$ cat config.mk
export PLATFORM = sky130hd
export DESIGN_NAME = tsl_lockout
export DESIGN_NICKNAME = d
export VERILOG_FILES = /design/src/hdl/tsl_pkg.sv /design/src/hdl/tsl_lockout.sv /design/src/hdl/tsl_sync.sv
export SDC_FILE = /design/constraint.sdc
export NUM_CORES = 1
export LEC_CHECK = 0
export BUFFER_PORTS_ARGS = -buffer_cell sky130_fd_sc_hd__buf_2
export CAP_MARGIN = 20
export CORE_MARGIN = 8
export CORE_UTILIZATION = 56
export CTS_BUF_LIST = sky130_fd_sc_hd__clkbuf_8
export DETAILED_ROUTE_END_ITERATION = 16
export PLACE_DENSITY = 0.82
export SLEW_MARGIN = 10
export SYNTH_ARGS = -nofsm -noshare
export SYNTH_HDL_FRONTEND = slang
export SYNTH_SLANG_ARGS = --single-unit
$ cat constraint.sdc
create_clock -name clock -period 2.8 [get_ports clock]
set_input_delay 0.28 -clock clock [delete_from_list [all_inputs] [get_ports clock]]
set_output_delay 0.28 -clock clock [all_outputs]
set_load 0.01 [all_outputs]
$ cat src/hdl/tsl_pkg.sv
// Package: register map, field layout, reset values and timing of the lockout block
package tsl_pkg;

    // Register byte offsets
    localparam logic [7:0] TSL_OFF_CONTROL = 8'h00;
    localparam logic [7:0] TSL_OFF_STATE = 8'h04;
    localparam logic [7:0] TSL_OFF_IRQ_STATUS = 8'h08;
    localparam logic [7:0] TSL_OFF_IRQ_CLEAR = 8'h0C;
    localparam logic [7:0] TSL_OFF_IRQ_ENABLE = 8'h10;

    // Control register fields
    localparam int TSL_CTRL_SEL_LSB = 0;
    localparam int TSL_CTRL_SEL_W = 4;
    localparam int TSL_CTRL_UNLOCK_BIT = 8;
    localparam logic [31:0] TSL_CONTROL_RESET = 32'h0000_0001;

    // State register fields
    localparam int TSL_STATE_CODE_LSB = 0;
    localparam int TSL_STATE_TAMPER_BIT = 4;
    localparam int TSL_STATE_COPIED_BIT = 5;
    localparam int TSL_STATE_TIMEOUT_BIT = 6;
    localparam int TSL_STATE_FAIL_LSB = 8;

    // Event bits, same layout in status, clear and enable
    localparam int TSL_EV_TAMPER = 0;
    localparam int TSL_EV_TEST_FAIL = 1;
    localparam int TSL_EV_TEST_PASS = 2;
    localparam int TSL_EV_EDID_DONE = 3;
    localparam int TSL_EV_EDID_WRITE = 4;
    localparam int TSL_NUM_EVENTS = 5;
    localparam logic [31:0] TSL_IRQ_ENABLE_RESET = 32'h0000_0000;

    // Switch position with no host connected
    localparam int TSL_POS_ISOLATE = 0;

    // Timing
    localparam int TSL_CLOCK_MHZ = 250;
    localparam int TSL_SETTLE_CYCLES = 4;
    localparam int TSL_STEP_TIMEOUT_US = 1000;
    localparam int TSL_STEP_TIMEOUT_CYCLES = TSL_STEP_TIMEOUT_US * TSL_CLOCK_MHZ;

    typedef enum {
        TSL_ST_START,
        TSL_ST_TEST,
        TSL_ST_EDID,
        TSL_ST_RUN,
        TSL_ST_FAIL,
        TSL_ST_TAMPER
    } tsl_state_e;

endpackage

$ cat src/hdl/tsl_lockout.sv
// Tamper and self-test lockout controller with AHB-Lite register slave
// Function
// - Display identification copied to computers once per power-up or reboot only.
// - Every computer-initiated write on the identification channel is blocked.
// - Tamper detection stays active, fed from backup supply, even without main power.
// - Backup supply failure or depletion enters the tampered state like a tamper.
// - Once tampered, device stays disabled and passes no peripheral data to computers.
// - A clear user indication is driven while tampered.
// - Tamper protection keeps internal programming ports unreachable from outside.
// - Self-tests run after every power-up and powered reset before normal operation.
// - Critical self-test failure stops the whole device or the failed part.
// - On self-test failure every input is isolated from every output.
// - Tamper protection failure forces isolation of peripherals from computers.
// - A clear visible indication is driven when a self-test has failed.
// - Switch has an unconnected isolation position, used when tampered or test failed.
//
// The implementer's own choices: the address map and the AHB-Lite interface to the registers.
`timescale 1ns/100ps
`default_nettype none
module tsl_lockout
    import tsl_pkg::*;
#(
    parameter int NUM_HOSTS = 2,
    parameter int NUM_PARTS = 4,
    parameter logic [NUM_PARTS-1:0] CRITICAL_MASK = 4'b0011,
    parameter int STEP_TIMEOUT = TSL_STEP_TIMEOUT_CYCLES,
    parameter int POS_W = $clog2(NUM_HOSTS + 1)
) (
    // Clock and reset
    input wire logic clock,
    input wire logic reset,
    // AHB-Lite slave
    input wire logic hsel,
    input wire logic [31:0] haddr,
    input wire logic [1:0] htrans,
    input wire logic hwrite,
    input wire logic [2:0] hsize,
    input wire logic [31:0] hwdata,
    input wire logic hready,
    output logic [31:0] hrdata,
    output logic hreadyout,
    output logic hresp,
    // Always-on tamper detector pins
    input wire logic enclosureOpen,
    input wire logic backupFail,
    input wire logic retainedTamper,
    output logic tamperLatchSet,
    // Self-test engines
    output logic selfTestStart,
    input wire logic selfTestDone,
    input wire logic [NUM_PARTS-1:0] selfTestFail,
    // Display identification channel
    output logic edidCopyEnable,
    input wire logic edidCopyDone,
    input wire logic edidHostWrite,
    output logic edidWriteBlock,
    // Peripheral switch and part enables
    output logic [POS_W-1:0] switchPosition,
    output logic [NUM_PARTS-1:0] partEnable,
    // User indications and protection
    output logic tamperLed,
    output logic failLed,
    output logic progPortLock,
    output logic irq
);

    localparam int TIMER_W = $clog2(STEP_TIMEOUT + 1);

    tsl_state_e state;
    tsl_state_e next_state;
    logic [2:0] pinLevel;
    logic tamperNow;
    logic tampered;
    logic [TIMER_W-1:0] timer;
    logic timedOut;
    logic settled;
    logic [NUM_PARTS-1:0] failVector;
    logic testTimeout;
    logic edidCopied;
    logic [31:0] control;
    logic [TSL_NUM_EVENTS-1:0] irqStatus;
    logic [TSL_NUM_EVENTS-1:0] irqEnable;
    logic [TSL_NUM_EVENTS-1:0] events;
    logic [7:0] dataAddr;
    logic dataWrite;
    logic addrPhase;
    logic [3:0] hostSelect;

    function automatic logic [31:0] zext_events(input logic [TSL_NUM_EVENTS-1:0] v);
        zext_events = 32'h0000_0000;
        zext_events[TSL_NUM_EVENTS-1:0] = v;
    endfunction

    function automatic logic is_stop_state(input tsl_state_e s);
        is_stop_state = (s == TSL_ST_FAIL) || (s == TSL_ST_TAMPER);
    endfunction

    // Tamper detector pins come from the always-on domain
    tsl_sync #(
        .WIDTH(3)
    ) pinSync (
        .clock(clock),
        .reset(reset),
        .pinIn({retainedTamper, backupFail, enclosureOpen}),
        .level(pinLevel)
    );

    assign tamperNow = |pinLevel;
    assign timedOut = (timer == TIMER_W'(STEP_TIMEOUT));
    assign settled = (timer == TIMER_W'(TSL_SETTLE_CYCLES));
    assign hostSelect = control[TSL_CTRL_SEL_LSB +: TSL_CTRL_SEL_W];
    assign addrPhase = hsel && hready && htrans[1];

    // Tamper is sticky until reset; the backup latch brings it straight back
    always_ff @(posedge clock) begin
        if (reset) begin
            tampered <= 1'b0;
        end else if (tamperNow) begin
            tampered <= 1'b1;
        end
    end

    // Set request to the backup-powered retention latch
    always_ff @(posedge clock) begin
        if (reset) begin
            tamperLatchSet <= 1'b0;
        end else begin
            tamperLatchSet <= tampered || tamperNow;
        end
    end

    always_comb begin
        next_state = state;
        case (state)
            TSL_ST_START: begin
                // Wait for the pin filter so a retained tamper is seen first
                if (settled) begin
                    next_state = TSL_ST_TEST;
                end
            end
            TSL_ST_TEST: begin
                if (selfTestDone) begin
                    next_state = (|selfTestFail) ? TSL_ST_FAIL : TSL_ST_EDID;
                end else if (timedOut) begin
                    next_state = TSL_ST_FAIL;
                end
            end
            TSL_ST_EDID: begin
                if (edidCopyDone || timedOut) begin
                    next_state = TSL_ST_RUN;
                end
            end
            TSL_ST_RUN: next_state = TSL_ST_RUN;
            TSL_ST_FAIL: next_state = TSL_ST_FAIL;
            TSL_ST_TAMPER: next_state = TSL_ST_TAMPER;
            default: next_state = TSL_ST_FAIL;
        endcase
        if (tamperNow || tampered) begin
            next_state = TSL_ST_TAMPER;
        end
    end

    always_ff @(posedge clock) begin
        if (reset) begin
            state <= TSL_ST_START;
        end else begin
            state <= next_state;
        end
    end

    // Step timer, restarted on every state change
    always_ff @(posedge clock) begin
        if (reset) begin
            timer <= '0;
        end else if (next_state != state) begin
            timer <= '0;
        end else if (!timedOut) begin
            timer <= timer + TIMER_W'(1);
        end
    end

    always_ff @(posedge clock) begin
        if (reset) begin
            selfTestStart <= 1'b0;
        end else begin
            selfTestStart <= (state == TSL_ST_START) && (next_state == TSL_ST_TEST);
        end
    end

    // Failure record; a hung test counts as failure of every part
    always_ff @(posedge clock) begin
        if (reset) begin
            failVector <= '0;
            testTimeout <= 1'b0;
        end else if (state == TSL_ST_TEST) begin
            if (selfTestDone) begin
                failVector <= selfTestFail;
            end else if (timedOut) begin
                failVector <= '1;
                testTimeout <= 1'b1;
            end
        end
    end

    // Failed parts stop; a critical failure or a tamper stops all of them
    always_ff @(posedge clock) begin
        if (reset) begin
            partEnable <= '0;
        end else if (state == TSL_ST_TAMPER) begin
            partEnable <= '0;
        end else if (state == TSL_ST_FAIL) begin
            if (testTimeout || |(failVector & CRITICAL_MASK)) begin
                partEnable <= '0;
            end else begin
                partEnable <= ~failVector;
            end
        end else if (state == TSL_ST_RUN) begin
            partEnable <= '1;
        end else begin
            partEnable <= '0;
        end
    end

    // Host connected only in normal operation with a legal selection
    always_ff @(posedge clock) begin
        if (reset) begin
            switchPosition <= POS_W'(TSL_POS_ISOLATE);
        end else if (state == TSL_ST_RUN && !tamperNow && hostSelect != 4'h0
                     && 32'(hostSelect) <= NUM_HOSTS) begin
            switchPosition <= POS_W'(hostSelect);
        end else begin
            switchPosition <= POS_W'(TSL_POS_ISOLATE);
        end
    end

    // One copy per reset; the flag only falls with the next reset
    always_ff @(posedge clock) begin
        if (reset) begin
            edidCopied <= 1'b0;
        end else if (state == TSL_ST_EDID && (edidCopyDone || timedOut)) begin
            edidCopied <= 1'b1;
        end
    end

    always_ff @(posedge clock) begin
        if (reset) begin
            edidCopyEnable <= 1'b0;
        end else begin
            edidCopyEnable <= (next_state == TSL_ST_EDID) && !edidCopied;
        end
    end

    // Computer-side writes are never allowed, in any state
    always_ff @(posedge clock) begin
        if (reset) begin
            edidWriteBlock <= 1'b1;
        end else begin
            edidWriteBlock <= 1'b1;
        end
    end

    always_ff @(posedge clock) begin
        if (reset) begin
            tamperLed <= 1'b0;
            failLed <= 1'b0;
        end else begin
            tamperLed <= tampered || tamperNow;
            failLed <= (state == TSL_ST_FAIL);
        end
    end

    // Unlock honoured only in normal operation; a tamper relocks at once
    always_ff @(posedge clock) begin
        if (reset) begin
            progPortLock <= 1'b1;
        end else begin
            progPortLock <= tampered || tamperNow || state != TSL_ST_RUN
                            || !control[TSL_CTRL_UNLOCK_BIT];
        end
    end

    // Event sources
    always_comb begin
        events = '0;
        events[TSL_EV_TAMPER] = tamperNow && !tampered;
        events[TSL_EV_TEST_FAIL] = (state != TSL_ST_FAIL) && (next_state == TSL_ST_FAIL);
        events[TSL_EV_TEST_PASS] = (state == TSL_ST_TEST) && (next_state == TSL_ST_EDID);
        events[TSL_EV_EDID_DONE] = (state == TSL_ST_EDID) && (next_state == TSL_ST_RUN);
        events[TSL_EV_EDID_WRITE] = edidHostWrite;
    end

    // Bus address phase captured; single word transfers only
    always_ff @(posedge clock) begin
        if (reset) begin
            dataAddr <= 8'h00;
            dataWrite <= 1'b0;
        end else begin
            dataAddr <= haddr[7:0];
            dataWrite <= addrPhase && hwrite;
        end
    end

    always_ff @(posedge clock) begin
        if (reset) begin
            control <= TSL_CONTROL_RESET;
        end else if (dataWrite && dataAddr == TSL_OFF_CONTROL) begin
            control <= hwdata;
        end
    end

    always_ff @(posedge clock) begin
        if (reset) begin
            irqEnable <= TSL_IRQ_ENABLE_RESET[TSL_NUM_EVENTS-1:0];
        end else if (dataWrite && dataAddr == TSL_OFF_IRQ_ENABLE) begin
            irqEnable <= hwdata[TSL_NUM_EVENTS-1:0];
        end
    end

    // A new event wins over a clear in the same cycle
    always_ff @(posedge clock) begin
        if (reset) begin
            irqStatus <= '0;
        end else if (dataWrite && dataAddr == TSL_OFF_IRQ_CLEAR) begin
            irqStatus <= (irqStatus & ~hwdata[TSL_NUM_EVENTS-1:0]) | events;
        end else begin
            irqStatus <= irqStatus | events;
        end
    end

    always_ff @(posedge clock) begin
        if (reset) begin
            irq <= 1'b0;
        end else begin
            irq <= |(irqStatus & irqEnable);
        end
    end

    // Read data prepared at the address phase; unmapped offsets read zero
    always_ff @(posedge clock) begin
        if (reset) begin
            hrdata <= 32'h0000_0000;
        end else if (addrPhase && !hwrite) begin
            case (haddr[7:0])
                TSL_OFF_CONTROL: hrdata <= control;
                TSL_OFF_STATE: begin
                    hrdata <= 32'h0000_0000;
                    hrdata[TSL_STATE_CODE_LSB +: 4] <= 4'(state);
                    hrdata[TSL_STATE_TAMPER_BIT] <= tampered;
                    hrdata[TSL_STATE_COPIED_BIT] <= edidCopied;
                    hrdata[TSL_STATE_TIMEOUT_BIT] <= testTimeout;
                    hrdata[TSL_STATE_FAIL_LSB +: NUM_PARTS] <= failVector;
                end
                TSL_OFF_IRQ_STATUS: hrdata <= zext_events(irqStatus);
                TSL_OFF_IRQ_ENABLE: hrdata <= zext_events(irqEnable);
                default: hrdata <= 32'h0000_0000;
            endcase
        end
    end

    // Zero wait states, always OKAY
    always_ff @(posedge clock) begin
        if (reset) begin
            hreadyout <= 1'b1;
            hresp <= 1'b0;
        end else begin
            hreadyout <= 1'b1;
            hresp <= is_stop_state(state) && 1'b0;
        end
    end

endmodule
`default_nettype wire

$ cat src/hdl/tsl_sync.sv
// Three-stage pin synchroniser with agreement filter
`timescale 1ns/100ps
`default_nettype none
module tsl_sync #(
    parameter int WIDTH = 1
) (
    // Clock and reset
    input wire logic clock,
    input wire logic reset,
    // Pins and filtered levels
    input wire logic [WIDTH-1:0] pinIn,
    output logic [WIDTH-1:0] level
);

    logic [WIDTH-1:0] stage1;
    logic [WIDTH-1:0] stage2;
    logic [WIDTH-1:0] stage3;

    always_ff @(posedge clock) begin
        if (reset) begin
            stage1 <= '0;
            stage2 <= '0;
            stage3 <= '0;
        end else begin
            stage1 <= pinIn;
            stage2 <= stage1;
            stage3 <= stage2;
        end
    end

    // Only a settled value moves the level; stage1 is never looked at
    always_ff @(posedge clock) begin
        if (reset) begin
            level <= '0;
        end else begin
            for (int i = 0; i < WIDTH; i++) begin
                if (stage2[i] == stage3[i]) begin
                    level[i] <= stage3[i];
                end
            end
        end
    end

endmodule
`default_nettype wire
[Yosys cells after proc, flatten, opt, wreduce, memory -nomap -nowiden]
Cells that the tools add are included.
Word-level totals
  word-level logic and storage cells: 118
  input port bits: 84
  register bits: 164
Operators by class
  add/sub/neg operators: 1
  muxes and demuxes: 14
  equality and inequality tests: 26
  reduce and logical (&&, ||, !) cells: 42
  magnitude comparators: 1
  bitwise logic cells: 8
Operators with widths (number)
  $eq 32x3->1 const B: 5
  $mux 32: 5
  $pmux 32 s5: 1
  $eq 32x2->1 const B: 4
  $pmux 32 s4: 1
  $eq 32x4->1 const B: 3
  $logic_not 32->1: 2
  $eq 32x1->1 const B: 1
  $ne 32x3->1 const B: 1
  $ne 32x32->1: 1
  $ne 32x4->1 const B: 1
  $mux 4: 5
  $add 18x1->18 const B: 1
  $eq 18x18->1 const B: 1
  $eq 18x3->1 const B: 1
  $logic_and 1x1->1: 17
  $eq 8x4->1 const B: 2
  $eq 8x5->1 const B: 2
  $logic_not 8->1: 2
  $and 5x5->5: 2
  $or 5x5->5: 2
  $eq 8x3->1 const B: 1
  $reduce_or 2->1: 4
  $logic_not 1->1: 5
  15 further kinds: 22

[Logic depth before layout (Yosys ltp)]
Gate-level depths: netlist of the first run.
  depth in word-level cells: 9
  mapped depth: 9
  mapped depth without buffers: 7

[Cells and area by module]
From an unflattened synthesis of the first run, not the netlist that was laid out.
Unflattened totals
  cells, all modules: 664
  area, all modules: 6105.9 um2
Modules (own cells, without submodules)
  tsl_lockout: area each 5718.0 um2, cells an instance 633, instances 1
  tsl_sync: area each 387.9 um2, cells an instance 31, instances 1

[Worst setup path before layout of the first run]
Ideal clock, no wire load.
  path type: reg2reg
  start point: register state[4]
  end point: register timer[11]
  stages on the path, launching flop included: 9
  library setup time: 0.079 ns
  buffers on the path: 2
  setup slack: 0.656 ns
  period minus slack after synthesis: 2.144 ns
  arrival: 2.064 ns
  data required time: 2.721 ns
  cell sequence: dfxtp_1 or4_4 nor4_4 and2_2 o31ai_4 a31o_1 buf_6 buf_6 a211oi_2
On the way
  word-level cells in the longest chain between the ends: 6
  elaborated cells on any way between the ends: 13
Ends and longest elaborated chain
  from (decl): line tsl_lockout.sv:69  | tsl_state_e state;
  from (signal assigned): line tsl_lockout.sv:167  | state <= next_state;
  branches (longest 4 deep; another with $eq 32x3->1)
  $ne 32x32->1 *: line tsl_lockout.sv:175  | end else if (next_state != state) begin
  $reduce_or 2->1 (no source line) *
  to (signal assigned): line tsl_lockout.sv:178  | timer <= timer + TIMER_W'(1);
  to (decl): line tsl_lockout.sv:74  | logic [TIMER_W-1:0] timer;
Mark *: on every way between the ends.
A chain may end at the register's enable or synchronous reset.

[Final worst setup path of the first run]
  start point: register timer[7]
  end point: register irqStatus[1]
On the way
  word-level cells in the longest chain between the ends: 9
  elaborated cells on any way between the ends: 14
Ends and longest elaborated chain
  $eq 18x18->1: line tsl_lockout.sv:109  | assign timedOut = (timer == TIMER_W'(STEP_TIMEOUT));
  $mux 32 / $logic_or 1x1->1 (equally long branches): line tsl_lockout.sv:144, tsl_lockout.sv:149
  $mux 32, on equally long branches: line tsl_lockout.sv:142, tsl_lockout.sv:149
  $pmux 32 s5 *: line tsl_lockout.sv:134  | case (state)
  $mux 32 *: line tsl_lockout.sv:158  | if (tamperNow || tampered) begin
  $eq 32x4->1 *: line tsl_lockout.sv:286  | events[TSL_EV_TEST_FAIL] = (state != TSL_ST_FAIL) && (next_state == TSL_ST_FAIL);
  $logic_and 1x1->1 *: line tsl_lockout.sv:286
  $or 5x5->5, on equally long branches: line tsl_lockout.sv:326, tsl_lockout.sv:324
  $mux 5 *: line tsl_lockout.sv:323  | end else if (dataWrite && dataAddr == TSL_OFF_IRQ_CLEAR) begin
  to (signal assigned): line tsl_lockout.sv:324  | irqStatus <= (irqStatus & ~hwdata[TSL_NUM_EVENTS-1:0]) | events;
  to (signal assigned): line tsl_lockout.sv:326  | irqStatus <= irqStatus | events;
  to (decl): line tsl_lockout.sv:81  | logic [TSL_NUM_EVENTS-1:0] irqStatus;
Mark *: on every way between the ends. The rest lies on a longest branch, timed or not.

==> results.sh, run 1 <==
export IMPL_gp_congestion=0.871
export IMPL_drive_gt1_share_pct=20.8
export IMPL_grt_pass1_wl_um=23200
export IMPL_htreeDepth=4
export IMPL_setup_viol=0
export IMPL_cts_buffers=17
export IMPL_ctsRootBufferMaster="clkbuf_8"
export IMPL_design_area_um2=7230
export IMPL_ant_nets=0
export IMPL_drcViolationCount=0
export IMPL_fin_crit_sh_pct=85.1
export IMPL_num_vias=5065
export IMPL_synth_main_ff_cell="dfxtp_1"
export IMPL_die_y_um=120
export IMPL_worstHoldPathType="input port to flip-flop"
export IMPL_use_met3_pct=5.22
export IMPL_start_util_pct=56.8
export IMPL_syn_avg_cell_area_um2=9.27
export IMPL_clock_latency_ns=0.45
export IMPL_synth_xor_area_share_pct=2.31
export IMPL_max_cap_violations=0
export IMPL_syn_inst=656
export IMPL_met1_usage_pct=21.7
export IMPL_synth_edff_count=0
export IMPL_max_slew_margin_rel_pct=55.0
export IMPL_crit_path_end_kind="flip-flop"
export IMPL_finalHoldViolCount=0
export IMPL_critPathRequiredTime_ns=3.20
export IMPL_crit_path_max_fanout=8
export IMPL_fmax_ghz=0.420
export IMPL_ctsResizeCount=0
export IMPL_period_needed_ns=2.38
export IMPL_r2r_start="timer[7]$_SDFFE_PP0N_"
export IMPL_status="completed"
export IMPL_crit_start="timer[7]$_SDFFE_PP0N_"
export IMPL_synth_area_top_cells="dfxtp_1 54%, nand2_1 6.7%, a21oi_1 5.9%"
export IMPL_hp_start="retainedTamper"
export IMPL_routed_via_density=5.45
export IMPL_seqCellArea_um2=3280
export IMPL_ioPinCount=132
export IMPL_ys_seq_area_share_pct=54.0
export IMPL_synth_compound_area_share_pct=15.5
export IMPL_yosys_area_top_type="dfxtp_1"
export IMPL_grt_busiest_layer="met2"
export IMPL_cp_cell_sequence="nand4_1 -> or4b_4 -> nor2_4 -> o21ai_1 -> a2111oi_0 -> a32o_1"
export IMPL_crit_arrival_ns=2.78
export IMPL_num_rows=38
export IMPL_drtPass1Iterations=6
export IMPL_power_density_nw_per_um2=610
export IMPL_p_leak_nw=2.79
export IMPL_synth_fa_ha_area_share_pct=0.576
export IMPL_die_area_um2=14400
export IMPL_synth_top_area_share_pct=54.0
export IMPL_port_buffers=100
export IMPL_grt_total_usage_pct=19.5
export IMPL_grt_ovfl_total=0
export IMPL_critPathKind="flip-flop to flip-flop"
export IMPL_cts_tree="done"
export IMPL_dpl_hpwl_um=10000
export IMPL_nets=862
export IMPL_synthToLayoutAreaGrowth_pct=18.9
export IMPL_path_clk_slew_ns=0.09
export IMPL_cpPeakStageDelay_ns=0.55
export IMPL_multiInputGateArea_um2=2700
export IMPL_slowest_stage="or4b_4"
export IMPL_antenna_cells=0
export IMPL_synth_top_family_by_area="simple AND/OR/NAND/NOR gates"
export IMPL_drv_slew=0
export IMPL_final_setup_tns_ns=0
export IMPL_ctsHoldBuffers=0
export IMPL_cts_path_max_buffers=2
export IMPL_post_dp_cell_area_um2=6780
export IMPL_muxShareOfSynthArea_pct=0.988
export IMPL_drt_iter0_markers=389
export IMPL_finalClockSkew_ns=0.0144
export IMPL_grt_start_max_net_pins=64
export IMPL_drt_total_wl_um=14000
export IMPL_wl_per_cell_um=15.1
export IMPL_grtUsageMet2_pct=34.6
export IMPL_synth_seq_cells=164
export IMPL_fillers=809
export IMPL_rsz0062_at_grt="false"
export IMPL_grt_pass1_vias=5075
export IMPL_die_x_um=120
export IMPL_ys_types=60
export IMPL_yosysWarnings=0
export IMPL_vdd_ir_drop_max_uv=338
export IMPL_core_area_um2=10700
export IMPL_synth_simple_gate_area_share_pct=22.8
export IMPL_clock_sinks=164
export IMPL_critPathLaunchType="flip-flop"
export IMPL_antenna_found_initial=0
export IMPL_cts_setup_buffers=0
export IMPL_synth_area_um2=6080
export IMPL_worst_slew_pin_slew_ns=0.671
export IMPL_ys_async_sr_fraction_pct=0
==> state kept, by name (all words and copies together) (netlist names), 4 cells and up <==
name	cells
hrdata	32
failVector	4
irqEnable	5
state	32
irqStatus	5
timer	18
partEnable	4
dataAddr	8
control	32
==> worst paths after layout <==
kind | to | depth (start not counted) | slack, ns
hold / removal | pinSync.stage1[2]$_SDFF_PP0_ | 2 | 0.05
setup / recovery | irqStatus[1]$_SDFF_PP0_ | 6 | 0.42
setup reg to reg | irqStatus[1]$_SDFF_PP0_ | 6 | 0.42
hold reg to reg | progPortLock$_SDFF_PP1_ | 1 | 0.44
==> cell usage in the layout, fill, tap and decap left out, types with 9 or more instances in the layout <==
cell | netlist | final
nor2b_1 | 20 | 20
nand2_1 | 109 | 109
nor4_1 | 10 | 9
a21oi_1 | 72 | 72
conb_1 | 2 | 32
a22o_1 | 11 | 11
nand3_1 | 43 | 43
buf_2 | 1 | 99
nor3_1 | 13 | 13
dfxtp_1 | 164 | 164
buf_4 | 4 | 12
clkbuf_8 | 0 | 17
inv_1 | 9 | 9
nor2_1 | 40 | 40
==> per-stage QoR <==
stage	power (W)	instances	util [%]	hold slack (ns)	worst slack [ns]
5_1_grt	0.00457	929	67.6	0.0423	0.259
4_1_cts	0.00444	929	67.6	0.0301	0.416
3_5_place_dp	0.00257	897	63.3	0.426	0.480
6_report	0.00441	929	67.6	0.0483	0.417
3_3_place_gp	0.00257	897	63.3	0.419	0.513
2_1_floorplan	0.00251	686	-	0.381	0.656
==> worst max-delay path: cells and delay by family (launching register included) <==
family	cells	cell delay [ns]
AO/OA/AOI/OAI	3	0.97
AND/OR/NAND/NOR	3	0.91
flip-flops	1	0.44
==> metal layers <==
layer	part of all wire, %	routed length, µm
met2	51	7130
met4	1.7	236
met1	41	5680
met3	6.7	939
met5	0	0
==> cell usage after synthesis (2+ instances only) <==
library cell	instances
a31oi_1	4
ha_1	2
a32o_1	2
nor2b_1	20
a211oi_2	6
and3_1	4
buf_4	4
nor4_1	10
and4_1	3
nor2_1	40
clkbuf_1	30
o21ai_0	4
inv_1	9
buf_1	2
a211oi_1	7
a21oi_1	72
a21o_1	2
nand4_1	8
nor3b_1	3
mux2i_1	6
a22oi_1	7
xnor2_1	8
dfxtp_1	164
nand3_1	43
conb_1	2
nand2_1	109
o22ai_1	4
xor2_1	8
nor4b_1	2
a22o_1	11
and2_1	5
nor3_1	13
a222oi_1	6
buf_6	3
nand2b_1	8
==> cell type report <==
type / count / area share (%)
tap: 140 / 2.42
sequential: 164 / 45.4
inverter: 9 / 0.467
timing repair buffer: 111 / 8.10
multi-input combinational: 473 / 37.3
clock buffer: 17 / 3.24
clock inverter: 15 / 3.01
==> logic make-up (layout without fill, tap and decap cells) <==
| group | after synthesis | count (layout) |
|---|---|---|
| DFF | 164 | 164 |
| AOI/OAI and AO/OA | 136 | 136 |
| muxes | 6 | 6 |
| xor gates and xnor gates | 16 | 16 |
| buffers and inverters | 49 | 152 |
| adders and majority gates | 3 | 3 |
| and+or+nand+nor | 280 | 280 |
| other | 2 | 32 |
==> power by group <==
part           internal, W  switching (W)  total [W]
combinational    0.0000507      0.0000835   0.000134
sequential         0.00237      0.0000163    0.00239
clock             0.000998       0.000891    0.00189
total              0.00342       0.000991    0.00441
Power figures use the tool's default switching activity.
==> run 2: changes to the inputs <==
--- a/config.mk
+++ b/config.mk
@@ -11,6 +11,7 @@
 export CORE_UTILIZATION = 56
 export CTS_BUF_LIST = sky130_fd_sc_hd__clkbuf_8
 export DETAILED_ROUTE_END_ITERATION = 16
+export GPL_TIMING_DRIVEN = 0
 export PLACE_DENSITY = 0.82
 export SLEW_MARGIN = 10
 export SYNTH_ARGS = -nofsm -noshare
==> run 2 against run 1 <==
  * Die area unchanged
  * Sequential share of layout area decreased by 0.094 points
  * Sequential cell count unchanged
  * Power decreased by 6.3%
  * Global-route usage increased by 1.1 points
  * Critical path depth unchanged
  * Critical path type unchanged
  * Largest power group unchanged
==> results.sh, run 2 (synthesis results as in run 1) <==
export IMPL_status="completed"
export IMPL_start_util_pct=56.8
export IMPL_drv_slew=0
export IMPL_fillers=817
export IMPL_drt_iter0_markers=464
export IMPL_clock_latency_ns=0.45
export IMPL_reg_top3="control (32), hrdata (32), state (32)"
export IMPL_dpl_hpwl_um=11500
export IMPL_port_buffers=100
export IMPL_period_needed_ns=2.58
export IMPL_cp_cell_sequence="nand4_1 -> or4b_4 -> nor2_4 -> o2111ai_4 -> and2_1 -> a2111oi_1"
export IMPL_grt_ovfl_total=0
export IMPL_wl_per_cell_um=15.8
export IMPL_path_clk_slew_ns=0.09
export IMPL_setup_viol=0
export IMPL_ctsRootBufferMaster="clkbuf_8"
export IMPL_ioPinCount=132
export IMPL_drtPass1Iterations=6
export IMPL_ctsHoldBuffers=0
export IMPL_r2r_end="selfTestStart$_SDFF_PP0_"
export IMPL_final_critical_path_setup_slack_ns=0.223
export IMPL_htreeDepth=4
export IMPL_die_x_um=120
export IMPL_drcViolationCount=0
export IMPL_ant_nets=0
export IMPL_fmax_ghz=0.388
export IMPL_place_ws_ns=0.277
export IMPL_drt_total_wl_um=15200
export IMPL_drive_gt1_share_pct=19.4
export IMPL_crit_path_max_fanout=8
export IMPL_grt_pass1_wl_um=24000
export IMPL_power_density_nw_per_um2=570
export IMPL_critPathKind="flip-flop to flip-flop"
export IMPL_power_w=0.00413
export IMPL_num_vias=5281
export IMPL_p_leak_nw=2.76
export IMPL_crit_buf_inv=0
export IMPL_slowest_stage="a2111oi_1"
export IMPL_nets=891
export IMPL_vdd_ir_drop_max_uv=294
export IMPL_max_cap_violations=0
export IMPL_design_area_um2=7240
export IMPL_cts_path_max_buffers=2
export IMPL_cpPeakStageDelay_ns=0.57
export IMPL_grt_total_usage_pct=20.6
export IMPL_critPathRequiredTime_ns=3.10
export IMPL_cts_buffers=17
export IMPL_crit_start="timer[7]$_SDFFE_PP0N_"
export IMPL_routed_via_density=5.51
export IMPL_grt_start_max_net_pins=17
export IMPL_crit_path_end_kind="flip-flop"
export IMPL_finalClockSkew_ns=0.0109
export IMPL_fin_crit_sh_pct=92.0
export IMPL_crit_family="simple AND/OR/NAND/NOR gates"
export IMPL_antenna_found_initial=0
export IMPL_r2r_start="timer[7]$_SDFFE_PP0N_"
export IMPL_crit_arrival_ns=2.88
export IMPL_final_common_cell="dfxtp_1"
export IMPL_gp_congestion=0.932
export IMPL_num_rows=38
export IMPL_max_slew_margin_rel_pct=24.8
export IMPL_post_dp_cell_area_um2=6870
export IMPL_r2r_slack_ns=0.22
export IMPL_clock_sinks=164
export IMPL_worstHoldPathType="input port to flip-flop"
export IMPL_cts_tree="done"
export IMPL_die_y_um=120
export IMPL_cp_depth=6
export IMPL_die_area_um2=14400
export IMPL_final_setup_tns_ns=0
export IMPL_final_util_pct=67.7
export IMPL_antenna_cells=0
export IMPL_critPathLaunchType="flip-flop"
export IMPL_rsz0062_at_grt="false"
export IMPL_worst_slew_pin_slew_ns=1.12
export IMPL_ctsResizeCount=0
export IMPL_final_cell_mix="164 x dfxtp_1, 109 x nand2_1, 101 x buf_2"
export IMPL_synthToLayoutAreaGrowth_pct=19.1
export IMPL_r2r_cells=6
export IMPL_core_area_um2=10700
export IMPL_finalHoldViolCount=0
export IMPL_crit_end="selfTestStart$_SDFF_PP0_"
export IMPL_cts_setup_buffers=0
export IMPL_grt_pass1_vias=5101
[run 2: cell types whose count changed in the layout (fill, tap and decap cells not counted), sizes merged]
| cell | change |
|---|---|
| clkbuf | +31 |
| clkinvlp | +6 |
| inv | -4 |
| bufinv | -3 |
| buf | -1 |
[run 2: per-stage QoR]
step,hold WS [ns],cells
floorplan,0.381,686
global placement,0.422,926
detailed placement,0.409,926
CTS,0.0267,958
global route,0.0310,958
finish,0.0424,958
[run 2: power breakdown]
part / total (W) / internal [W] / switching [W] / leakage [nW]
registers: 0.00238 / 0.00237 / 0.0000151 / 1.34
clock network: 0.00159 / 0.000729 / 0.000864 / 0.170
logic: 0.000153 / 0.0000567 / 0.0000964 / 1.25
total: 0.00413 / 0.00315 / 0.000975 / 2.76
[run 2: cell type report]
| type | instances | area [µm²] | area share, % |
|---|---|---|---|
| Sequential cell | 164 | 3280 | 45.3 |
| Inverter | 9 | 33.8 | 0.466 |
| Multi-Input combinational cell | 473 | 2690 | 37.1 |
| Tap cell | 140 | 175 | 2.42 |
| Clock inverter | 14 | 128 | 1.76 |
| Buffer | 40 | 189 | 2.61 |
| Clock buffer | 18 | 248 | 3.42 |
| Timing Repair Buffer | 100 | 500 | 6.91 |
[run 2: worst min-delay path by stage]
stage	startpoint	endpoint	slack (ns)	cells past startpoint
after floorplan	control[8]$_SDFFE_PP0P_	progPortLock$_SDFF_PP1_	0.38	1
after CTS	backupFail	pinSync.stage1[1]$_SDFF_PP0_	0.03	2
after detailed placement	control[8]$_SDFFE_PP0P_	progPortLock$_SDFF_PP1_	0.41	1
after global routing	backupFail	pinSync.stage1[1]$_SDFF_PP0_	0.03	2
final	backupFail	pinSync.stage1[1]$_SDFF_PP0_	0.04	2
after global placement	control[8]$_SDFFE_PP0P_	progPortLock$_SDFF_PP1_	0.42	1
[run 2: layer usage]
layer  share of wire, %  global-route usage (%)
met2                 50                    36.8
met3                7.5                    5.45
met1                 40                    22.3
met4                2.6                    9.84
met5                  0                       0
==> run 3: changes to the inputs <==
--- a/config.mk
+++ b/config.mk
@@ -8,11 +8,10 @@
 export BUFFER_PORTS_ARGS = -buffer_cell sky130_fd_sc_hd__buf_2
 export CAP_MARGIN = 20
 export CORE_MARGIN = 8
-export CORE_UTILIZATION = 56
+export CORE_UTILIZATION = 40
 export CTS_BUF_LIST = sky130_fd_sc_hd__clkbuf_8
 export DETAILED_ROUTE_END_ITERATION = 16
 export GPL_TIMING_DRIVEN = 0
-export PLACE_DENSITY = 0.82
 export SLEW_MARGIN = 10
 export SYNTH_ARGS = -nofsm -noshare
 export SYNTH_HDL_FRONTEND = slang
==> run 3 against run 2 <==
  * Clock power rose by 4%
  * Setup slack better by 0.040 ns
  * Largest power group unchanged
  * Clock skew increased by 0.00058 ns
  * Cell area up 1.1%
  * Highest routed layer unchanged
  * First-iteration DRC count fell by 41%
==> results.sh, run 3 (synthesis results as in run 1) <==
export IMPL_antenna_cells=0
export IMPL_nets=892
export IMPL_internal_power_w=0.00327
export IMPL_ctsRootBufferMaster="clkbuf_8"
export IMPL_htreeDepth=4
export IMPL_timing_hold_ws_ns=0.0409
export IMPL_finalHoldViolCount=0
export IMPL_fmax_ghz=0.394
export IMPL_wl_per_cell_um=15.6
export IMPL_final_common_cell="dfxtp_1"
export IMPL_drive_gt1_share_pct=19.2
export IMPL_path_clk_slew_ns=0.08
export IMPL_ant_nets=0
export IMPL_final_critical_path_setup_slack_ns=0.263
export IMPL_ioPinCount=132
export IMPL_start_util_pct=40.4
export IMPL_fin_crit_sh_pct=90.6
export IMPL_crit_buf_inv=0
export IMPL_cts_setup_buffers=0
export IMPL_critPathRequiredTime_ns=3.09
export IMPL_critPathLaunchType="flip-flop"
export IMPL_dpl_hpwl_um=12100
export IMPL_worst_slew_pin_slew_ns=0.723
export IMPL_cpPeakStageDelay_ns=0.57
export IMPL_clock_latency_ns=0.45
export IMPL_holdPathStages=2
export IMPL_place_ws_ns=0.200
export IMPL_routed_via_density=5.10
export IMPL_cts_path_max_buffers=2
export IMPL_reg_top3="control (32), hrdata (32), state (32)"
export IMPL_slowest_stage="a2111oi_1"
export IMPL_die_y_um=139
export IMPL_die_x_um=139
export IMPL_num_vias=5135
export IMPL_cp_depth=6
export IMPL_crit_path_max_fanout=8
export IMPL_power_frac_seq_pct=56.7
export IMPL_drv_slew=0
export IMPL_antenna_found_initial=0
export IMPL_crit_family="simple AND/OR/NAND/NOR gates"
export IMPL_r2r_cells=6
export IMPL_critPathKind="flip-flop to flip-flop"
export IMPL_crit_path_end_kind="flip-flop"
export IMPL_grt_start_max_net_pins=17
export IMPL_max_cap_violations=0
export IMPL_final_cell_mix="164 x dfxtp_1, 109 x nand2_1, 101 x buf_2"
export IMPL_ctsResizeCount=0
export IMPL_max_slew_margin_rel_pct=51.3
export IMPL_p_clk_share_pct=39.6
export IMPL_drtPass1Iterations=6
export IMPL_die_area_um2=19400
export IMPL_finalClockSkew_ns=0.0114
export IMPL_setup_viol=0
export IMPL_p_leak_nw=2.80
export IMPL_drcViolationCount=0
export IMPL_status="completed"
export IMPL_fillers=1439
export IMPL_power_w=0.00420
export IMPL_clock_sinks=164
export IMPL_gp_congestion=0.865
export IMPL_period_needed_ns=2.54
export IMPL_sw_frac_of_total_pct=22.1
export IMPL_core_area_um2=15000
export IMPL_crit_arrival_ns=2.83
export IMPL_final_setup_tns_ns=0
export IMPL_grt_pass1_vias=5118
export IMPL_num_rows=45
export IMPL_vdd_ir_drop_max_uv=300
export IMPL_grt_pass1_wl_um=25700
export IMPL_switchingPower_w=0.000928
export IMPL_port_buffers=100
export IMPL_grt_total_usage_pct=16.4
export IMPL_power_density_nw_per_um2=574
export IMPL_worstHoldPathType="input port to flip-flop"
export IMPL_cts_buffers=17
export IMPL_cp_cell_sequence="nand4_1 -> or4b_4 -> nor2_4 -> o2111ai_4 -> and2_1 -> a2111oi_1"
export IMPL_rsz0062_at_grt="false"
export IMPL_cts_tree="done"
export IMPL_grt_ovfl_total=0
export IMPL_ctsHoldBuffers=0
export IMPL_drt_iter0_markers=272
export IMPL_combPwrFrac_pct=3.7
export IMPL_synthToLayoutAreaGrowth_pct=20.5
export IMPL_drt_total_wl_um=15700
[run 3: cell count changes in the layout (fill, tap and decap cells not counted)]
cell / previous run / this run
clkinvlp_4: 7 / 3
inv_1: 9 / 12
inv_6: 3 / 0
clkbuf_8: 18 / 20
clkinv_2: 2 / 4
bufinv_16: 1 / 2
clkbuf_4: 0 / 1
clkinv_4: 1 / 0
[run 3: power by group through the flow]
stage                     registers [W]  clock network [W]  logic (W)
after floorplan                 0.00243                  0  0.0000743
after global placement          0.00244                  0   0.000150
after CTS                       0.00238            0.00170   0.000154
after detailed placement        0.00244                  0   0.000153
final                           0.00238            0.00166   0.000154
after global routing            0.00239            0.00181   0.000172
[run 3: final timing paths]
| check | startpoint | end | slack [ns] |
|---|---|---|---|
| worst max-delay path | timer[7]$_SDFFE_PP0N_ | selfTestStart$_SDFF_PP0_ | 0.26 |
| worst min-delay path | backupFail | pinSync.stage1[1]$_SDFF_PP0_ | 0.04 |
| worst max register to register | timer[7]$_SDFFE_PP0N_ | selfTestStart$_SDFF_PP0_ | 0.26 |
| worst min register to register | control[8]$_SDFFE_PP0P_ | progPortLock$_SDFF_PP1_ | 0.44 |
[run 3: metrics by stage]
stage	utilization, %	cells	area, µm²
final	48.7	1007	7320
after global placement	46.1	974	6930
after floorplan	-	686	6190
after detailed placement	46.1	974	6930
after global routing	48.7	1007	7320
after CTS	48.7	1006	7320
[run 3: final cells by class]
type | instances | area, µm² | share of cell area (%)
Timing Repair Buffer | 101 | 508 | 6.94
Tap cell | 188 | 235 | 3.21
Clock buffer | 20 | 275 | 3.76
Clock inverter | 12 | 114 | 1.55
Inverter | 9 | 33.8 | 0.461
Buffer | 40 | 189 | 2.58
Multi-Input combinational cell | 473 | 2690 | 36.7
Sequential cell | 164 | 3280 | 44.8
[run 3: per-layer routing]
layer / GRT usage, % / vias to the layer above / wire [µm]
li1: - / 2573 / -
met1: 19.1 / 2410 / 6970
met2: 28.5 / 132 / 7650
met3: 4.34 / 20 / 821
met4: 5.95 / 0 / 241
met5: 0 / - / 0
